`src/rtl/ocd_pkg.sv`:
```
// package: opcode classes, operation codes, mode codes, cycle figures for the decoder
package ocd_pkg;
  typedef enum logic [2:0] {
    OCD_GRP_REGMEM, OCD_GRP_RMW, OCD_GRP_BRANCH, OCD_GRP_BITSC, OCD_GRP_BITTB,
    OCD_GRP_CTRL, OCD_GRP_UNDEF
  } ocd_group_type;
  typedef enum logic [3:0] {
    OCD_MODE_INH, OCD_MODE_IMM, OCD_MODE_DIR, OCD_MODE_EXT, OCD_MODE_IX0, OCD_MODE_IX1,
    OCD_MODE_IX2, OCD_MODE_REL, OCD_MODE_BSC, OCD_MODE_BTB, OCD_MODE_INHA, OCD_MODE_INHX
  } ocd_mode_type;
  typedef enum logic [5:0] {
    OCD_OP_SUB, OCD_OP_CMPA, OCD_OP_SBC, OCD_OP_CMPX, OCD_OP_AND, OCD_OP_BIT,
    OCD_OP_LDA, OCD_OP_STA, OCD_OP_EOR, OCD_OP_ADC, OCD_OP_ORA, OCD_OP_ADD,
    OCD_OP_JMP, OCD_OP_JSR, OCD_OP_LDX, OCD_OP_STX,
    OCD_OP_NEG, OCD_OP_COM, OCD_OP_LSR, OCD_OP_ROR, OCD_OP_ASR, OCD_OP_LSL,
    OCD_OP_ROL, OCD_OP_DEC, OCD_OP_INC, OCD_OP_TST, OCD_OP_CLR,
    OCD_OP_BRANCH, OCD_OP_BSR, OCD_OP_BRANCH_IF_BIT_SET, OCD_OP_BRANCH_IF_BIT_CLEAR, OCD_OP_SET_BIT_OP, OCD_OP_CLEAR_BIT_OP,
    OCD_OP_TAX, OCD_OP_TXA, OCD_OP_SEC, OCD_OP_CLC, OCD_OP_SEI, OCD_OP_CLI,
    OCD_OP_RSP, OCD_OP_NOP, OCD_OP_SWI, OCD_OP_RTS, OCD_OP_RTI, OCD_OP_STOP,
    OCD_OP_WAIT, OCD_OP_UNDEF
  } ocd_op_type;
  // register/memory upper nibbles
  localparam logic [3:0] OCD_HI_IMM = 4'hA;
  localparam logic [3:0] OCD_HI_DIR = 4'hB;
  localparam logic [3:0] OCD_HI_EXT = 4'hC;
  localparam logic [3:0] OCD_HI_IX2 = 4'hD;
  localparam logic [3:0] OCD_HI_IX1 = 4'hE;
  localparam logic [3:0] OCD_HI_IX0 = 4'hF;
  // read/modify/write upper nibbles
  localparam logic [3:0] OCD_HI_RMW_DIR = 4'h3;
  localparam logic [3:0] OCD_HI_RMW_A = 4'h4;
  localparam logic [3:0] OCD_HI_RMW_X = 4'h5;
  localparam logic [3:0] OCD_HI_RMW_IX1 = 4'h6;
  localparam logic [3:0] OCD_HI_RMW_IX0 = 4'h7;
  localparam logic [3:0] OCD_HI_BTB = 4'h0;
  localparam logic [3:0] OCD_HI_BSC = 4'h1;
  localparam logic [3:0] OCD_HI_BRANCH = 4'h2;
  localparam logic [7:0] OCD_OPC_BSR = 8'hAD;
  localparam logic [7:0] OCD_OPC_RTI = 8'h80;
  localparam logic [7:0] OCD_OPC_RTS = 8'h81;
  localparam logic [7:0] OCD_OPC_SWI = 8'h83;
  localparam logic [7:0] OCD_OPC_STOP = 8'h8E;
  localparam logic [7:0] OCD_OPC_WAIT = 8'h8F;
  localparam logic [7:0] OCD_OPC_TAX = 8'h97;
  localparam logic [7:0] OCD_OPC_CLC = 8'h98;
  localparam logic [7:0] OCD_OPC_SEC = 8'h99;
  localparam logic [7:0] OCD_OPC_CLI = 8'h9A;
  localparam logic [7:0] OCD_OPC_SEI = 8'h9B;
  localparam logic [7:0] OCD_OPC_RSP = 8'h9C;
  localparam logic [7:0] OCD_OPC_NOP = 8'h9D;
  localparam logic [7:0] OCD_OPC_TXA = 8'h9F;
  // cycle figures (instruction cycles)
  localparam logic [3:0] OCD_CYC_LD_IMM = 4'h2;
  localparam logic [3:0] OCD_CYC_LD_DIR = 4'h3;
  localparam logic [3:0] OCD_CYC_LD_EXT = 4'h4;
  localparam logic [3:0] OCD_CYC_LD_IX0 = 4'h3;
  localparam logic [3:0] OCD_CYC_LD_IX1 = 4'h4;
  localparam logic [3:0] OCD_CYC_LD_IX2 = 4'h5;
  localparam logic [3:0] OCD_CYC_JSR_EXTRA = 4'h2;
  localparam logic [3:0] OCD_CYC_RMW_REG = 4'h3;
  localparam logic [3:0] OCD_CYC_RMW_MEM = 4'h5;
  localparam logic [3:0] OCD_CYC_RMW_IX1 = 4'h6;
  localparam logic [3:0] OCD_CYC_BRANCH = 4'h3;
  localparam logic [3:0] OCD_CYC_BSR = 4'h6;
  localparam logic [3:0] OCD_CYC_BIT = 4'h5;
  localparam logic [3:0] OCD_CYC_CTRL = 4'h2;
  localparam logic [3:0] OCD_CYC_SWI = 4'hA;
  localparam logic [3:0] OCD_CYC_RTS = 4'h6;
  localparam logic [3:0] OCD_CYC_RTI = 4'h9;
  localparam logic [3:0] OCD_CYC_UNDEF = 4'h2;
  localparam logic [1:0] OCD_LEN_1 = 2'h1;
  localparam logic [1:0] OCD_LEN_2 = 2'h2;
  localparam logic [1:0] OCD_LEN_3 = 2'h3;
endpackage

```
`src/rtl/ocd_decoder.sv`:
```
// opcode decode, length, effective address and cycle count for the 8-bit core
// How it works
// - direct: low address is byte after opcode, high zero, counter plus two
// - extended: two following bytes give high then low address, counter plus three
// - indexed no offset: address is index register, high zero, one byte
// - register/memory upper nibble A..F picks immediate..indexed no offset
// - lower nibbles 0..7: sub, cmp, sbc, cpx, and, bit, load, store
// - lower nibbles 8..F: eor, adc, or, add, jump, jsr, load x, store x
// - loads/alu take 2,3,4,3,4,5 cycles per mode
// - stores one more, no immediate; jump one less; jsr 5,6,5,6,7
// - modify/write upper nibble 4 A, 5 X, 3 direct, 7 ix0, 6 ix1
// - modify/write lower nibble picks neg, com, shifts, rotates, dec, inc, tst, clr
// - modify/write 3 register, 5 memory, 6 ix1; test one less on memory
// - branches 20..2F, two bytes, three cycles, condition pairs
// - 2C/2D test interrupt mask, 2E/2F test interrupt line
// - branch to subroutine AD, two bytes, six cycles
// - test-and-branch 2n set, 01+2n clear, three bytes, five cycles
// - bit set 10+2n, bit clear 11+2n, two bytes, five cycles
// - one-byte two-cycle control opcodes 97,9F,99,98,9B,9A,9C,9D
// - swi 83 ten cycles, rts 81 six, rti 80 nine
// - test-and-branch copies the tested bit into carry
`timescale 1ns/10ps
module ocd_decoder
  import ocd_pkg::*;
(
  input wire logic CLK_IN,
  input wire logic RESET_IN,
  input wire logic DECODE_IN,
  input wire logic [7:0] OPCODE_IN,
  input wire logic [7:0] BYTE1_IN,
  input wire logic [7:0] BYTE2_IN,
  input wire logic [7:0] INDEX_IN,
  input wire logic [15:0] PROGRAM_COUNTER_IN,
  input wire logic [7:0] TESTED_BYTE_IN,
  output logic VALID_OUT,
  output ocd_group_type GROUP_OUT,
  output ocd_mode_type MODE_OUT,
  output ocd_op_type OP_OUT,
  output logic [1:0] LENGTH_OUT,
  output logic [3:0] CYCLES_OUT,
  output logic [15:0] EFFECTIVE_ADDRESS_OUT,
  output logic [15:0] NEXT_PROGRAM_COUNTER_OUT,
  output logic [7:0] BRANCH_OFFSET_OUT,
  output logic [3:0] BRANCH_COND_OUT,
  output logic [2:0] BIT_NUM_OUT,
  output logic CARRY_FROM_BIT_OUT,
  output logic WRITE_BACK_OUT,
  output logic UNDEFINED_OUT
);
  logic [3:0] hi_nib;
  logic [3:0] lo_nib;
  ocd_op_type regmem_op;
  ocd_op_type rmw_op;
  ocd_group_type grp;
  ocd_mode_type mode;
  ocd_op_type op;
  logic [1:0] len;
  logic [3:0] cyc;
  logic [15:0] ea;
  logic wb;
  logic [7:0] rel_off;

  ////////////////////////////////////////////////////////////////////////////
  assign hi_nib = OPCODE_IN[7:4];
  assign lo_nib = OPCODE_IN[3:0];

  ocd_regmem_table u_table (
    .lo_nib_in(lo_nib),
    .regmem_op_out(regmem_op),
    .rmw_op_out(rmw_op)
  );

  ocd_addr_former u_addr (
    .mode_in(mode),
    .byte1_in(BYTE1_IN),
    .byte2_in(BYTE2_IN),
    .index_in(INDEX_IN),
    .addr_out(ea)
  );

  ////////////////////////////////////////////////////////////////////////////
  // group, mode, operation and length from the opcode byte
  always_comb begin
    grp = OCD_GRP_UNDEF;
    mode = OCD_MODE_INH;
    op = OCD_OP_UNDEF;
    len = OCD_LEN_1;
    if (OPCODE_IN == OCD_OPC_BSR) begin
      grp = OCD_GRP_BRANCH;
      mode = OCD_MODE_REL;
      op = OCD_OP_BSR;
      len = OCD_LEN_2;
    end else if (hi_nib >= OCD_HI_IMM) begin
      grp = OCD_GRP_REGMEM;
      op = regmem_op;
      case (hi_nib)
        OCD_HI_IMM: begin
          mode = OCD_MODE_IMM;
          len = OCD_LEN_2;
        end
        OCD_HI_DIR: begin
          mode = OCD_MODE_DIR;
          len = OCD_LEN_2;
        end
        OCD_HI_EXT: begin
          mode = OCD_MODE_EXT;
          len = OCD_LEN_3;
        end
        OCD_HI_IX2: begin
          mode = OCD_MODE_IX2;
          len = OCD_LEN_3;
        end
        OCD_HI_IX1: begin
          mode = OCD_MODE_IX1;
          len = OCD_LEN_2;
        end
        default: begin
          mode = OCD_MODE_IX0;
          len = OCD_LEN_1;
        end
      endcase
      // no immediate store or jumps: A7, AF and AC are undefined; AD is taken above as bsr
      if (hi_nib == OCD_HI_IMM && (regmem_op == OCD_OP_STA || regmem_op == OCD_OP_STX ||
          regmem_op == OCD_OP_JMP || regmem_op == OCD_OP_JSR)) begin
        grp = OCD_GRP_UNDEF;
        mode = OCD_MODE_INH;
        op = OCD_OP_UNDEF;
        len = OCD_LEN_1;
      end
    end else if (hi_nib >= OCD_HI_RMW_DIR && hi_nib <= OCD_HI_RMW_IX0) begin
      if (rmw_op != OCD_OP_UNDEF) begin
        grp = OCD_GRP_RMW;
        op = rmw_op;
        case (hi_nib)
          OCD_HI_RMW_A: mode = OCD_MODE_INHA;
          OCD_HI_RMW_X: mode = OCD_MODE_INHX;
          OCD_HI_RMW_DIR: mode = OCD_MODE_DIR;
          OCD_HI_RMW_IX0: mode = OCD_MODE_IX0;
          default: mode = OCD_MODE_IX1;
        endcase
        if (hi_nib == OCD_HI_RMW_DIR || hi_nib == OCD_HI_RMW_IX1) begin
          len = OCD_LEN_2;
        end
      end
    end else if (hi_nib == OCD_HI_BRANCH) begin
      grp = OCD_GRP_BRANCH;
      mode = OCD_MODE_REL;
      op = OCD_OP_BRANCH;
      len = OCD_LEN_2;
    end else if (hi_nib == OCD_HI_BSC) begin
      grp = OCD_GRP_BITSC;
      mode = OCD_MODE_BSC;
      op = lo_nib[0] ? OCD_OP_CLEAR_BIT_OP : OCD_OP_SET_BIT_OP;
      len = OCD_LEN_2;
    end else if (hi_nib == OCD_HI_BTB) begin
      grp = OCD_GRP_BITTB;
      mode = OCD_MODE_BTB;
      op = lo_nib[0] ? OCD_OP_BRANCH_IF_BIT_CLEAR : OCD_OP_BRANCH_IF_BIT_SET;
      len = OCD_LEN_3;
    end else begin
      case (OPCODE_IN)
        OCD_OPC_TAX: op = OCD_OP_TAX;
        OCD_OPC_TXA: op = OCD_OP_TXA;
        OCD_OPC_SEC: op = OCD_OP_SEC;
        OCD_OPC_CLC: op = OCD_OP_CLC;
        OCD_OPC_SEI: op = OCD_OP_SEI;
        OCD_OPC_CLI: op = OCD_OP_CLI;
        OCD_OPC_RSP: op = OCD_OP_RSP;
        OCD_OPC_NOP: op = OCD_OP_NOP;
        OCD_OPC_SWI: op = OCD_OP_SWI;
        OCD_OPC_RTS: op = OCD_OP_RTS;
        OCD_OPC_RTI: op = OCD_OP_RTI;
        OCD_OPC_STOP: op = OCD_OP_STOP;
        OCD_OPC_WAIT: op = OCD_OP_WAIT;
        default: op = OCD_OP_UNDEF;
      endcase
      if (op != OCD_OP_UNDEF) begin
        grp = OCD_GRP_CTRL;
      end
    end
  end

  ////////////////////////////////////////////////////////////////////////////
  // cycle count; in register/memory, loads form the base, store, jump and jsr are offsets from it
  always_comb begin
    cyc = OCD_CYC_UNDEF;
    wb = 1'b0;
    case (grp)
      OCD_GRP_REGMEM: begin
        case (mode)
          OCD_MODE_IMM: cyc = OCD_CYC_LD_IMM;
          OCD_MODE_DIR: cyc = OCD_CYC_LD_DIR;
          OCD_MODE_EXT: cyc = OCD_CYC_LD_EXT;
          OCD_MODE_IX0: cyc = OCD_CYC_LD_IX0;
          OCD_MODE_IX1: cyc = OCD_CYC_LD_IX1;
          default: cyc = OCD_CYC_LD_IX2;
        endcase
        if (op == OCD_OP_STA || op == OCD_OP_STX) begin
          cyc = 4'(cyc + 4'h1);
          wb = 1'b1;
        end else if (op == OCD_OP_JMP) begin
          cyc = 4'(cyc - 4'h1);
        end else if (op == OCD_OP_JSR) begin
          cyc = 4'(cyc + OCD_CYC_JSR_EXTRA);
        end
      end
      OCD_GRP_RMW: begin
        case (mode)
          OCD_MODE_INHA, OCD_MODE_INHX: cyc = OCD_CYC_RMW_REG;
          OCD_MODE_IX1: cyc = OCD_CYC_RMW_IX1;
          default: cyc = OCD_CYC_RMW_MEM;
        endcase
        // test reads only: memory forms lose the write cycle
        if (op == OCD_OP_TST) begin
          if (mode != OCD_MODE_INHA && mode != OCD_MODE_INHX) begin
            cyc = 4'(cyc - 4'h1);
          end
        end else begin
          wb = 1'b1;
        end
      end
      OCD_GRP_BRANCH: cyc = (op == OCD_OP_BSR) ? OCD_CYC_BSR : OCD_CYC_BRANCH;
      OCD_GRP_BITSC: begin
        cyc = OCD_CYC_BIT;
        wb = 1'b1;
      end
      OCD_GRP_BITTB: cyc = OCD_CYC_BIT;
      OCD_GRP_CTRL: begin
        case (op)
          OCD_OP_SWI: cyc = OCD_CYC_SWI;
          OCD_OP_RTS: cyc = OCD_CYC_RTS;
          OCD_OP_RTI: cyc = OCD_CYC_RTI;
          default: cyc = OCD_CYC_CTRL;
        endcase
      end
      default: cyc = OCD_CYC_UNDEF;
    endcase
  end

  // relative offset: second byte for branches, third for test-and-branch
  assign rel_off = (grp == OCD_GRP_BITTB) ? BYTE2_IN : BYTE1_IN;

  ////////////////////////////////////////////////////////////////////////////
  // result registers, loaded on each decode request
  logic valid_q, valid_d;
  ocd_group_type grp_q, grp_d;
  ocd_mode_type mode_q, mode_d;
  ocd_op_type op_q, op_d;
  logic [1:0] len_q, len_d;
  logic [3:0] cyc_q, cyc_d;
  logic [15:0] ea_q, ea_d;
  logic [15:0] npc_q, npc_d;
  logic [7:0] off_q, off_d;
  logic [3:0] cond_q, cond_d;
  logic [2:0] bitn_q, bitn_d;
  logic carry_q, carry_d;
  logic wb_q, wb_d;

  always_comb begin
    valid_d = DECODE_IN;
    grp_d = grp_q;
    mode_d = mode_q;
    op_d = op_q;
    len_d = len_q;
    cyc_d = cyc_q;
    ea_d = ea_q;
    npc_d = npc_q;
    off_d = off_q;
    cond_d = cond_q;
    bitn_d = bitn_q;
    carry_d = carry_q;
    wb_d = wb_q;
    if (DECODE_IN) begin
      grp_d = grp;
      mode_d = mode;
      op_d = op;
      len_d = len;
      cyc_d = cyc;
      ea_d = ea;
      npc_d = 16'(PROGRAM_COUNTER_IN + {14'h0000, len});
      off_d = rel_off;
      cond_d = lo_nib;
      bitn_d = lo_nib[3:1];
      carry_d = TESTED_BYTE_IN[lo_nib[3:1]];
      wb_d = wb;
    end
  end

  always_ff @(posedge CLK_IN or posedge RESET_IN) begin
    if (RESET_IN) begin
      valid_q <= 1'b0;
      grp_q <= OCD_GRP_UNDEF;
      mode_q <= OCD_MODE_INH;
      op_q <= OCD_OP_UNDEF;
      len_q <= OCD_LEN_1;
      cyc_q <= OCD_CYC_UNDEF;
      ea_q <= 16'h0000;
      npc_q <= 16'h0000;
      off_q <= 8'h00;
      cond_q <= 4'h0;
      bitn_q <= 3'h0;
      carry_q <= 1'b0;
      wb_q <= 1'b0;
    end else begin
      valid_q <= valid_d;
      grp_q <= grp_d;
      mode_q <= mode_d;
      op_q <= op_d;
      len_q <= len_d;
      cyc_q <= cyc_d;
      ea_q <= ea_d;
      npc_q <= npc_d;
      off_q <= off_d;
      cond_q <= cond_d;
      bitn_q <= bitn_d;
      carry_q <= carry_d;
      wb_q <= wb_d;
    end
  end

  assign VALID_OUT = valid_q;
  assign GROUP_OUT = grp_q;
  assign MODE_OUT = mode_q;
  assign OP_OUT = op_q;
  assign LENGTH_OUT = len_q;
  assign CYCLES_OUT = cyc_q;
  assign EFFECTIVE_ADDRESS_OUT = ea_q;
  assign NEXT_PROGRAM_COUNTER_OUT = npc_q;
  assign BRANCH_OFFSET_OUT = off_q;
  assign BRANCH_COND_OUT = cond_q;
  assign BIT_NUM_OUT = bitn_q;
  // carry copy only means something for test-and-branch
  assign CARRY_FROM_BIT_OUT = carry_q & (grp_q == OCD_GRP_BITTB);
  assign WRITE_BACK_OUT = wb_q;
  assign UNDEFINED_OUT = (grp_q == OCD_GRP_UNDEF);

  ////////////////////////////////////////////////////////////////////////////
  // checks
  chk_direct_addr: assert property (@(posedge CLK_IN) disable iff (RESET_IN)
    (DECODE_IN && OPCODE_IN[7:4] == OCD_HI_DIR) |=>
      (EFFECTIVE_ADDRESS_OUT == {8'h00, $past(BYTE1_IN)} &&
       NEXT_PROGRAM_COUNTER_OUT == 16'($past(PROGRAM_COUNTER_IN) + 16'h0002)))
    else $error("direct address or counter wrong");
  chk_extended_addr: assert property (@(posedge CLK_IN) disable iff (RESET_IN)
    (DECODE_IN && OPCODE_IN[7:4] == OCD_HI_EXT) |=>
      (EFFECTIVE_ADDRESS_OUT == {$past(BYTE1_IN), $past(BYTE2_IN)} && LENGTH_OUT == 2'h3))
    else $error("extended address wrong");
  chk_index_addr: assert property (@(posedge CLK_IN) disable iff (RESET_IN)
    (DECODE_IN && OPCODE_IN[7:4] == OCD_HI_IX0) |=>
      (EFFECTIVE_ADDRESS_OUT == {8'h00, $past(INDEX_IN)} && LENGTH_OUT == 2'h1))
    else $error("indexed no-offset address wrong");
  chk_load_cycles: assert property (@(posedge CLK_IN) disable iff (RESET_IN)
    (DECODE_IN && OPCODE_IN == 8'hD6) |=> (CYCLES_OUT == 4'h5 && OP_OUT == OCD_OP_LDA))
    else $error("indexed 16-bit load timing wrong");
  chk_jsr_cycles: assert property (@(posedge CLK_IN) disable iff (RESET_IN)
    (DECODE_IN && OPCODE_IN == 8'hDD) |=> (CYCLES_OUT == 4'h7))
    else $error("jump to subroutine timing wrong");
  chk_tst_cycles: assert property (@(posedge CLK_IN) disable iff (RESET_IN)
    (DECODE_IN && OPCODE_IN == 8'h6D) |=> (CYCLES_OUT == 4'h5 && !WRITE_BACK_OUT))
    else $error("test timing or write-back wrong");
  chk_swi_cycles: assert property (@(posedge CLK_IN) disable iff (RESET_IN)
    (DECODE_IN && OPCODE_IN == OCD_OPC_SWI) |=> (CYCLES_OUT == 4'hA && LENGTH_OUT == 2'h1))
    else $error("software interrupt timing wrong");
  chk_bit_carry: assert property (@(posedge CLK_IN) disable iff (RESET_IN)
    (DECODE_IN && OPCODE_IN[7:4] == OCD_HI_BTB) |=>
      (CARRY_FROM_BIT_OUT == $past(TESTED_BYTE_IN[OPCODE_IN[3:1]]) && CYCLES_OUT == 4'h5))
    else $error("tested bit not copied to carry");
endmodule

```
`src/rtl/ocd_regmem_table.sv`:
```
// register/memory and read/modify/write lower-nibble operation tables
`timescale 1ns/10ps
module ocd_regmem_table
  import ocd_pkg::*;
(
  input wire logic [3:0] lo_nib_in,
  output ocd_op_type regmem_op_out,
  output ocd_op_type rmw_op_out
);
  // register/memory operation select
  always_comb begin
    case (lo_nib_in)
      4'h0: regmem_op_out = OCD_OP_SUB;
      4'h1: regmem_op_out = OCD_OP_CMPA;
      4'h2: regmem_op_out = OCD_OP_SBC;
      4'h3: regmem_op_out = OCD_OP_CMPX;
      4'h4: regmem_op_out = OCD_OP_AND;
      4'h5: regmem_op_out = OCD_OP_BIT;
      4'h6: regmem_op_out = OCD_OP_LDA;
      4'h7: regmem_op_out = OCD_OP_STA;
      4'h8: regmem_op_out = OCD_OP_EOR;
      4'h9: regmem_op_out = OCD_OP_ADC;
      4'hA: regmem_op_out = OCD_OP_ORA;
      4'hB: regmem_op_out = OCD_OP_ADD;
      4'hC: regmem_op_out = OCD_OP_JMP;
      4'hD: regmem_op_out = OCD_OP_JSR;
      4'hE: regmem_op_out = OCD_OP_LDX;
      default: regmem_op_out = OCD_OP_STX;
    endcase
  end
  // read/modify/write operation select; holes 1,2,5,B,E are undefined
  always_comb begin
    case (lo_nib_in)
      4'h0: rmw_op_out = OCD_OP_NEG;
      4'h3: rmw_op_out = OCD_OP_COM;
      4'h4: rmw_op_out = OCD_OP_LSR;
      4'h6: rmw_op_out = OCD_OP_ROR;
      4'h7: rmw_op_out = OCD_OP_ASR;
      4'h8: rmw_op_out = OCD_OP_LSL;
      4'h9: rmw_op_out = OCD_OP_ROL;
      4'hA: rmw_op_out = OCD_OP_DEC;
      4'hC: rmw_op_out = OCD_OP_INC;
      4'hD: rmw_op_out = OCD_OP_TST;
      4'hF: rmw_op_out = OCD_OP_CLR;
      default: rmw_op_out = OCD_OP_UNDEF;
    endcase
  end
endmodule

```
`src/rtl/ocd_addr_former.sv`:
```
// effective address former from mode, operand bytes and index register
`timescale 1ns/10ps
module ocd_addr_former
  import ocd_pkg::*;
(
  input wire ocd_mode_type mode_in,
  input wire logic [7:0] byte1_in,
  input wire logic [7:0] byte2_in,
  input wire logic [7:0] index_in,
  output logic [15:0] addr_out
);
  // high byte zero keeps direct and no-offset indexed inside the lowest 256 bytes; 8-bit offset indexed reaches 01FE
  always_comb begin
    case (mode_in)
      OCD_MODE_DIR, OCD_MODE_BSC, OCD_MODE_BTB: addr_out = {8'h00, byte1_in};
      OCD_MODE_EXT: addr_out = {byte1_in, byte2_in};
      OCD_MODE_IX0: addr_out = {8'h00, index_in};
      OCD_MODE_IX1: addr_out = 16'({8'h00, byte1_in} + {8'h00, index_in});
      OCD_MODE_IX2: addr_out = 16'({byte1_in, byte2_in} + {8'h00, index_in});
      default: addr_out = 16'h0000;
    endcase
  end
endmodule

```
`config.mk`:
```
export PLATFORM = sky130hd
export DESIGN_NAME = ocd_decoder
export DESIGN_NICKNAME = d
export VERILOG_FILES = /design/src/rtl/ocd_pkg.sv /design/src/rtl/ocd_decoder.sv /design/src/rtl/ocd_regmem_table.sv /design/src/rtl/ocd_addr_former.sv
export SDC_FILE = /design/constraint.sdc
export NUM_CORES = 1
export LEC_CHECK = 0
export BUFFER_PORTS_ARGS = -buffer_cell sky130_fd_sc_hd__buf_2
export CORE_MARGIN = 4
export CORE_UTILIZATION = 30
export DETAILED_ROUTE_END_ITERATION = 8
export HOLD_SLACK_MARGIN = 0.15
export PLACE_DENSITY = 0.5
export SLEW_MARGIN = 20
export SYNTH_ARGS = -nofsm -noshare
export SYNTH_HDL_FRONTEND = slang
export SYNTH_SLANG_ARGS = --single-unit
```
`constraint.sdc`:
```
create_clock -name CLK_IN -period 3.4 [get_ports CLK_IN]
set_input_delay 0.17 -clock CLK_IN [delete_from_list [all_inputs] [get_ports CLK_IN]]
set_output_delay 0.17 -clock CLK_IN [all_outputs]
set_load 0.005 [all_outputs]
```
* Yosys cells after proc, flatten, opt, wreduce, memory -nomap -nowiden
Memories as Yosys holds them, arrays and structs flattened. Cells that the tools add are included. Widths: inputs -> output; s select.
Word-level totals: register bits 69, memory bits (read-only) 160, bits of input ports 59, output and inout bits 70, logic and storage cells 169, memories 2
Memories:
- (name not given) | words 16, width 6, rd ports 1, clocked after memory_dff 0, write ports 0, line ocd_regmem_table.sv:33 | case (lo_nib_in)
- (name not given) | words 16, width 4, rd ports 1, clocked after memory_dff 0, write ports 0, line ocd_regmem_table.sv:12 | case (lo_nib_in)
Cells by class: $add $sub $neg 7, $lt $le $gt $ge 4, equal/unequal tests 60, muxes and demuxes 65, bitwise gates (word level) 1, reductions and logical operators 17
Operators by type and width (count):
- $eq 8x8->1 const B | 14
- $mux 6 | 15
- $pmux 16 s5 | 1
- $mux 4 | 15
- $pmux 4 s13 | 1
- $eq 4x4->1 const B | 9
- $eq 6x4->1 const B | 6
- $eq 4x3->1 const B | 7
- $mux 2 | 12
- $mux 3 | 8
- $pmux 4 s5 | 1
- $eq 6x6->1 const B | 3
- $add 16x2->16 | 1
- $add 16x8->16 | 1
- $eq 4x2->1 const B | 4
- $pmux 4 s4 | 1
- $pmux 3 s5 | 1
- $eq 3x3->1 const B | 4
- $eq 6x3->1 const B | 2
- $eq 6x5->1 const B | 2
- $ne 6x6->1 const B | 2
- $pmux 4 s3 | 1
- $reduce_or 2->1 | 5
- $add 8x8->9 | 1
- 24 further kinds | 37

* Longest topological paths before layout
Gate-level depths: netlist of run 1.
depth after elaboration 23, mapped depth 17, depth with buffers taken out 17

* Modules after synthesis
A second synthesis of run 1 with hierarchy kept.
Unflattened totals: cell total of the unflattened synthesis 669, area total of the unflattened synthesis 5968.2 um^2
By module, submodules not included:
- ocd_decoder | instances 1, cells each 466, area each 4476.8 um^2, seq. area each 1661.6 um^2
- ocd_addr_former | instances 1, cells each 171, area each 1174.9 um^2, seq. area each 0.0 um^2
- ocd_regmem_table | instances 1, cells each 32, area each 316.6 um^2, seq. area each 0.0 um^2

* Least setup slack after synthesis of run 1
Ideal clock, no wire load.
kind in2reg, start input OPCODE_IN[0], end register npc_q[13], in the netlist NEXT_PROGRAM_COUNTER_OUT[13], library setup time 0.077 ns, arrival time 2.924 ns, data required time 3.323 ns, slack 0.398 ns, stages on the path 15, path buffers 0, path through inv_1 -> ha_1 -> mux4_2 -> nand4b_2 -> or2_1 -> a21oi_1 -> a22oi_1 -> o21a_1 -> ha_1 -> a21o_1 -> nand2_1 -> nor2_1 -> nand3_1 -> xor2_1 -> a21oi_1
Between the ends: cells in the longest elaborated chain, start to end 10, elaborated cells on any way between the ends 18, those cells by class add/sub (1); eq/ne (6); mux (5); reduce/logical (4); memory (2)
Ends and longest elaborated chain:
- start: declaration | line ocd_decoder.sv:29 | input wire logic [7:0] OPCODE_IN,
- $mem_v2 16x4
- $eq 6x3->1 / $eq 6x4->1 (equally long branches) | line ocd_decoder.sv:123 | if (hi_nib == OCD_HI_IMM && (regmem_op == OCD_OP_STA || regmem_op == OCD_OP_STX ||
- $logic_or 1x1->1 (2 in series) | line ocd_decoder.sv:123
- $logic_or 1x1->1 | line ocd_decoder.sv:124 | regmem_op == OCD_OP_JMP || regmem_op == OCD_OP_JSR)) begin
- $logic_and 1x1->1 | line ocd_decoder.sv:123
- $mux 2 | line ocd_decoder.sv:123
- $mux 2 | line ocd_decoder.sv:93 | end else if (hi_nib >= OCD_HI_IMM) begin
- $mux 2 (*) | line ocd_decoder.sv:88 | if (OPCODE_IN == OCD_OPC_BSR) begin
- via len[1] | line ocd_decoder.sv:57 | logic [1:0] len;
- $add 16x2->16 (*) | line ocd_decoder.sv:280 | npc_d = 16'(PROGRAM_COUNTER_IN + {14'h0000, len});
- end signal: assignment | line ocd_decoder.sv:312 | npc_q <= npc_d;
- end: declaration | line ocd_decoder.sv:252 | logic [15:0] npc_q, npc_d;
Mark *: on every way through the listed nets, which the timed path passes. The rest lies on a longest branch. A chain may end at the register's enable or synchronous reset.

* Final worst setup path of run 1
start input OPCODE_IN[0], end register npc_q[14], in the netlist NEXT_PROGRAM_COUNTER_OUT[14]
The elaborated chain is that of the path after synthesis.

==> results of run 1 <==
==> through the flow <==
stage	TNS (ns)	util (%)	setup slack, ns
4_1_cts	0	38.12	0.3411
5_1_grt	0	38.12	0.05596
3_3_place_gp	0	36.30	0.1005
3_5_place_dp	-0.04580	36.30	-0.04198
6_report	0	38.12	0.3252
2_1_floorplan	0	-	0.3984
==> worst max-delay path, delay by kind of cell <==
kind,cells,cell delay [ns]
AOI/OAI and AO/OA,2,0.34
xor gates and xnor gates,1,0.16
adders and majority gates,3,1.04
buffers and inverters,3,0.40
muxes,1,0.53
and+or+nand+nor,6,0.62
==> layer usage <==
metal,track usage (%),vias to the layer above,part of all wire (%)
li1,-,2610,-
met1,24.07,2565,45
met2,28.97,174,47
met3,4.293,21,6.5
met4,4.708,0,1.6
met5,0,-,0
==> cell families (layout without fill, tap and decap cells) <==
logic type      count (synthesis)  after routing
simple gates                  206            206
compound gates                194            194
flops                          66             66
buf+inv                        61            209
mux                            35             35
fa+ha+maj                      30             30
xor+xnor                       29             29
==> how the worst max path moves through the flow <==
stage	startpoint	endpoint	cells past startpoint
3_3_place_gp	OPCODE_IN[0]	NEXT_PROGRAM_COUNTER_OUT[14]$_DFFE_PP0P_	16
2_1_floorplan	OPCODE_IN[0]	NEXT_PROGRAM_COUNTER_OUT[13]$_DFFE_PP0P_	15
6_report	OPCODE_IN[0]	NEXT_PROGRAM_COUNTER_OUT[14]$_DFFE_PP0P_	16
3_5_place_dp	OPCODE_IN[0]	NEXT_PROGRAM_COUNTER_OUT[14]$_DFFE_PP0P_	16
4_1_cts	OPCODE_IN[0]	NEXT_PROGRAM_COUNTER_OUT[14]$_DFFE_PP0P_	16
5_1_grt	OPCODE_IN[1]	NEXT_PROGRAM_COUNTER_OUT[11]$_DFFE_PP0P_	16
==> power by group through the flow <==
stage	sequential (W)	combinational, W	clock, W
detailed placement	0.000954	0.000803	0
global route	0.000955	0.000899	0.000980
floorplan	0.000954	0.000477	0
CTS	0.000942	0.000812	0.000949
global placement	0.000952	0.000792	0
finish	0.000941	0.000805	0.000917
==> cell usage in the layout, fill, tap and decap left out, types with 17 or more instances in the layout <==
| cell type | instances |
|---|---|
| buf_4 | 41 |
| o21ai_0 | 19 |
| mux2_2 | 17 |
| dfrtp_1 | 58 |
| nor2_1 | 68 |
| ha_1 | 27 |
| inv_1 | 18 |
| buf_2 | 128 |
| a21oi_1 | 52 |
| nand2_1 | 54 |
==> timing repair <==
action	4_1_cts	5_1_grt
endpoints found under the hold margin	59	0
hold buffers	5	0
buffers inserted	0	0
==> final cells by class <==
| class | count | area [um2] |
|---|---|---|
| Fill cell | 1881 | 11150 |
| Multi-Input combinational cell | 494 | 3571 |
| Sequential cell | 66 | 1662 |
| Timing Repair Buffer | 174 | 998.5 |
| Tap cell | 229 | 286.5 |
| Clock buffer | 12 | 236.5 |
| Inverter | 20 | 75.07 |
| Clock inverter | 3 | 42.54 |
==> flip-flops by register name, summed over array words and instances (netlist names) <==
name                      flops
LENGTH_OUT                    2
MODE_OUT                      4
EFFECTIVE_ADDRESS_OUT        16
CYCLES_OUT                    4
BRANCH_OFFSET_OUT             8
NEXT_PROGRAM_COUNTER_OUT     16
OP_OUT                        6
carry_q                       1
WRITE_BACK_OUT                1
VALID_OUT                     1
BRANCH_COND_OUT               4
GROUP_OUT                     3
==> synthesized netlist by cell type, drive strengths merged (10+ instances only) <==
cell type	number	area [um2]
o21ai	24	123.9
xnor2	16	140.1
buf	22	146.4
mux2	18	202.7
nand3	12	60.06
nand2	54	202.7
nor3	15	90.09
a21oi	52	260.3
o2bb2ai	10	87.58
ha	27	337.8
clkbuf	19	71.32
a21o	12	90.09
dfrtp	58	1451
mux2i	11	110.1
xor2	13	113.9
inv	20	75.07
nor2	68	255.2
==> metrics.md, run 1 <==
| Metric | Value |
|---|---|
| Synthesized area per cell | `8.887 um2` |
| Cell chain of the critical path | `buf_2 -> inv_1 -> ha_1 -> mux4_2 -> nand4b_2 -> buf_4 -> nor2_1 -> a31oi_1 -> nand2_1 -> ha_1 -> fa_1 -> nand2_1 -> nor2_1 -> nand4_1 -> xor2_1 -> a21oi_1` |
| Crit. End Element | `flop` |
| Core box area | `0.01802 mm2` |
| Share of power burned in the clock network | `34.4%` |
| Global route total overflow | `0` |
| Clock transition at the registers of the reported paths | `0.06 ns` |
| Number of hold violations in the final report | `0` |
| Horizontal die dimension | `143.6 um` |
| Sequential cell area fraction in the yosys report | `30.11%` |
| Required arrival time at the worst endpoint | `3.60 ns` |
| Headroom to the max-slew limit | `41.98%` |
| Portion of the clock cycle consumed by the worst path in the final layout | `90.44%` |
| Hold-critical path depth | `3` |
| Worst flop-to-flop path endpoint | `EFFECTIVE_ADDRESS_OUT[4]$_DFFE_PP0P_` |
| Biggest fanout along the worst timing path | `6` |
| Part of the total power dissipated in combinational logic | `30.2%` |
| Die Ht | `143.6 um` |
| Dominant combinational cell family by area after synthesis | `compound AO/OA/AOI/OAI gates` |
| Async SR Flop Fraction | `100.0%` |
| Worst setup path class | `primary input to flop` |
| Synth-to-Final Area Change | `24.51%` |
| Max Freq | `325.2 MHz` |
| Placed instance count | `978` |
| Clock skew | `0 ns` |
| Number of buffers added by the clock tree synthesis step | `9` |
| Nets@finish | `854` |
| Minimum period implied by the final worst setup slack | `3.075 ns` |
| Endpoint arrival time on the critical path | `3.27 ns` |
| Predominant post-synthesis flop cell | `dfrtp_1` |
| Net switching power figure | `0.0008551 W` |
| Count of warnings emitted by yosys | `0` |
| End point of the most critical hold path | `NEXT_PROGRAM_COUNTER_OUT[14]$_DFFE_PP0P_` |
| Placement Rows | `49` |
| Standard cell with the maximum stage delay on the critical path | `mux4_2` |
| IO buf count | `128` |
| Wire per inst | `18.24 um` |
| Launching element type of the critical path | `primary input` |
| Antenna violations before repair | `0` |
| Placed standard-cell area | `0.006543 mm2` |
| Final cell area excluding filler cells | `0.006872 mm2` |
| Number of register bits inferred by synthesis | `66` |
| Initial DRC count | `308` |
| Die ar. | `0.02063 mm2` |
| Max-slew violations | `0` |
| Proportion of total power due to net switching | `32.11%` |
| Worst-case vdd ir drop | `0.2413 mV` |
| Number of setup violations in the final report | `0` |
| Remaining antenna violation count | `0` |
| Reg-to-reg critical path startpoint | `EFFECTIVE_ADDRESS_OUT[4]$_DFFE_PP0P_` |
| Routed WL | `18,210 um` |
| Start point of the worst min-delay path | `PROGRAM_COUNTER_IN[14]` |
| Crit-path max cell delay | `0.53 ns` |
| Number of antenna diodes | `0` |
| Setup repair after global routing missed its margin | `no` |
| CTS root buffer | `clkbuf_16` |
| Total power | `0.002663 W` |
| Resized cells post-CTS | `0` |
| Global placer's final weighted congestion | `0.8956` |
| Power share of the sequential group | `35.3%` |
| Pint | `0.001808 W` |
| Number of non-filler instances in the completed layout | `998` |
| EDFF count, synth | `0` |
| Htree depth | `3` |
| Clock Latency Late Sink | `0.34 ns` |
| TritonCTS clock tree | `done` |
| Post-DP HPWL | `13,870 um` |
| Via count of the routed design | `5,370` |
| Clk buf depth | `2` |
| Multiplexer area fraction after synthesis | `8.116%` |
| Post-synthesis net count | `710` |
| Cells on worst reg2reg path | `2` |
| Total iterations of the first detailed-routing run | `5` |
| Run status | `complete, no violations` |
| R2r setup slk | `2.38 ns` |
| Compound-Gate Fraction of Synth Area | `25.26%` |
| Detailed-route DRC error count | `0` |
| Maximum number of pins on one net before global-route repair | `67` |
| Worst Hold Margin | `0.1644 ns` |
| Class of the worst hold path | `primary input to flop` |
| Starting utilization of the core area | `30.62%` |
| Vias per cell | `5.381` |
| Area of the mapped netlist | `0.005519 mm2` |
| Power per standard cell area | `387.5 mW/mm2` |
| Post-Synth XOR/XNOR Area | `4.602%` |
| Post-synthesis share of cell area spent on full adders, half adders and majority gates | `7.209%` |
| Overall global routing resource usage | `17.90%` |
| Simple-gate share of the synthesized area | `19.41%` |
| Cell count after synthesis | `621` |
| Number of sinks driven by the clock tree | `66` |
| Boundary Pins | `129` |
| Unique cell type count in the Yosys netlist | `90` |
| Share of final-layout standard cells stronger than drive strength 1 | `31.47%` |
| Global-route wire length before repair | `29,480 um` |
| Worst-margin pin slew | `0.8703 ns` |
| Via count of the first global-routing pass | `5,445` |
| Leakage power summed over all cells | `3.030 nW` |
| Reported max-cap violation count | `0` |
Power figures use the tool's default switching activity.
==> inputs of run 2 (changes only) <==
==> constraint.sdc (replaced) <==
create_clock -name CLK_IN -period 3.4 [get_ports CLK_IN]
set_input_delay 0.68 -clock CLK_IN [delete_from_list [all_inputs] [get_ports CLK_IN]]
set_output_delay 0.68 -clock CLK_IN [all_outputs]
set_load 0.005 [all_outputs]
==> run 2 against run 1 <==
First-iteration DRC count grew 24%; clock skew is the same; cell area grew 9.1%; clock power grew 23%; via count grew 4.3%.
==> metrics.md, run 2 (same netlist as run 1, synthesis figures left out) <==
| Metric | Value |
|---|---|
| Power per standard cell area | `396.3 mW/mm2 (+2.3%)` |
| Clock Latency Late Sink | `0.34 ns (about the same)` |
| Share of final-layout standard cells stronger than drive strength 1 | `38.71% (+7.2 points)` |
| Synth-to-Final Area Change | `35.89%` |
| Placement Rows | `49 (unchanged)` |
| Global-route wire length before repair | `29,440 um (-0.14%)` |
| Number of hold violations in the final report | `0 (unchanged)` |
| Overall global routing resource usage | `18.07% (+0.17 points)` |
| Via count of the routed design | `5,602 (+4.3%)` |
| Max-slew violations | `0 (unchanged)` |
| Portion of the clock cycle consumed by the worst path in the final layout | `96.87% (+6.4 points)` |
| Placed instance count | `1,033 (+5.6%)` |
| CTS root buffer | `clkbuf_16` |
| Number of buffers added by the clock tree synthesis step | `9 (unchanged)` |
| Nets@finish | `908 (+6.3%)` |
| Endpoint arrival time on the critical path | `3.51 ns (+0.24 ns)` |
| Number of antenna diodes | `0 (unchanged)` |
| Global route total overflow | `0 (unchanged)` |
| Most frequent standard cell in the layout excluding fill and tap cells | `buf_2` |
| Crit. End Element | `flop` |
| Met2 demand-to-capacity share in global routing | `28.60% (-0.37 points)` |
| Final critical-path setup slack | `0.1063 ns (-0.2188 ns)` |
| Minimum period implied by the final worst setup slack | `3.294 ns (+0.2188 ns)` |
| Vias per cell | `5.320 (-1.1%)` |
| Starting utilization of the core area | `30.62% (unchanged)` |
| TritonCTS clock tree | `done` |
| Clk buf depth | `2 (unchanged)` |
| Launching element type of the critical path | `primary input` |
| Run status | `complete, no violations` |
| Biggest fanout along the worst timing path | `11 (+5)` |
| Total iterations of the first detailed-routing run | `7 (+2)` |
| Horizontal die dimension | `143.6 um (unchanged)` |
| Number of non-filler instances in the completed layout | `1,053 (+5.5%)` |
| Class of the worst hold path | `primary input to async pin` |
| Clock transition at the registers of the reported paths | `0.06 ns (about the same)` |
| Headroom to the max-slew limit | `28.99% (-13 points)` |
| Detailed-route DRC error count | `0 (unchanged)` |
| Remaining antenna violation count | `0 (unchanged)` |
| GR Layer Usage met1 | `24.41% (+0.34 points)` |
| Via count of the first global-routing pass | `5,506 (+1.1%)` |
| Die Ht | `143.6 um (unchanged)` |
| Layer with the highest usage after global routing | `met2` |
| Worst-margin pin slew | `1.064 ns (+0.1937 ns)` |
| Leakage power summed over all cells | `3.372 nW (+11%)` |
| Post-placement worst setup slack | `-0.3571 ns (-0.3151 ns)` |
| Clock skew | `0 ns (unchanged)` |
| Antenna violations before repair | `0 (unchanged)` |
| Boundary Pins | `129 (unchanged)` |
| Number of sinks driven by the clock tree | `66 (unchanged)` |
| Core box area | `0.01802 mm2 (unchanged)` |
| Post-DP HPWL | `14,050 um (+1.3%)` |
| Maximum number of pins on one net before global-route repair | `78 (+16%)` |
| Wire per inst | `17.53 um (-3.9%)` |
| Worst setup path class | `primary input to flop` |
| Global placer's final weighted congestion | `0.8548 (-4.6%)` |
| Routed WL | `18,460 um (+1.4%)` |
| Max Freq | `303.6 MHz (-6.6%)` |
| Global Route met3 Usage | `4.825% (+0.53 points)` |
| Worst-case vdd ir drop | `0.2584 mV (+7.1%)` |
| Fill cell count | `1,829 (-2.8%)` |
| Die ar. | `0.02063 mm2 (unchanged)` |
| Highest-count cells in the layout ignoring fill and taps | `buf_2, buf_4, nor2_1, dfrtp_1, nand2_1` |
| Worst Hold Margin | `0.4746 ns (+0.3102 ns)` |
| Number of setup violations in the final report | `0 (unchanged)` |
| Htree depth | `3 (unchanged)` |
| Post-CTS Hold Fix Bufs | `0 (-5)` |
| Initial DRC count | `382 (+24%)` |
| Required arrival time at the worst endpoint | `3.62 ns (+0.02 ns)` |
| Reported max-cap violation count | `0 (unchanged)` |
| IO buf count | `128 (unchanged)` |
[run 2: critical path, cell delays in order]
cell and delay, ns:
buf_6 0.11, buf_4 0.17, ha_1 0.20, mux4_2 0.50, o211ai_4 0.14, buf_6 0.15, or2_1 0.12, nor2_1 0.06
o32ai_2 0.39, buf_4 0.21, buf_6 0.16, nand2_1 0.08, xnor2_1 0.14, a211oi_1 0.29, o2bb2ai_1 0.10
[run 2: worst paths after layout]
path                                                 startpoint                                      end  slack, ns  cells past startpoint
max                                                OPCODE_IN[0]                CYCLES_OUT[0]$_DFFE_PP0P_       0.11                     15
min                                                    RESET_IN  NEXT_PROGRAM_COUNTER_OUT[9]$_DFFE_PP0P_       0.47                      2
max reg2reg                EFFECTIVE_ADDRESS_OUT[6]$_DFFE_PP0P_     EFFECTIVE_ADDRESS_OUT[6]$_DFFE_PP0P_       2.38                      2
min reg2reg                               OP_OUT[3]$_DFFE_PP1P_                    OP_OUT[3]$_DFFE_PP1P_       0.49                      2
max in group asynchronous                              RESET_IN                    OP_OUT[5]$_DFFE_PP1P_       2.19                      3
min in group CLK_IN                       OP_OUT[3]$_DFFE_PP1P_                    OP_OUT[3]$_DFFE_PP1P_       0.49                      2
[run 2: repair_timing]
item	CTS	global route
buffers inserted	0	4
endpoints found under the setup margin	2	26
pin swaps	1	10
gates resized for setup	0	23
[run 2: cell type report]
type                    instances  area (um2)  share of cell area (%)
inverters                      20       77.57                   1.034
repair buffers                228        1470                   19.60
flip-flops and latches         66        1662                   22.16
well taps                     229       286.5                   3.820
clock buffers                   9       225.2                   3.003
clock inverters                 7       125.1                   1.668
multi-input cells             494        3654                   48.72
[run 2: power by group]
part           switching [W]  internal, W  total, W  leakage [nW]
clock               0.000401     0.000725   0.00113         0.171
combinational       0.000472     0.000435  0.000907          2.42
sequential         0.0000551     0.000884  0.000939         0.782
total               0.000928      0.00204   0.00297          3.37
[run 2: stage by stage]
stage	cell area [um2]	setup TNS, ns	power (W)	utilization [%]
2_1_floorplan	5533	0	0.001433	-
5_1_grt	7500	-0.008444	0.003147	41.61
4_1_cts	7382	0	0.002989	40.96
3_5_place_dp	7032	-7.729	0.001837	39.01
3_3_place_gp	7032	-5.917	0.001830	39.01
6_report	7500	0	0.002972	41.61
[run 2: routing by layer]
layer	vias up	routed length, um
li1	2712	-
met1	2657	8350
met2	212	8356
met3	21	1371
met4	0	377
met5	-	0
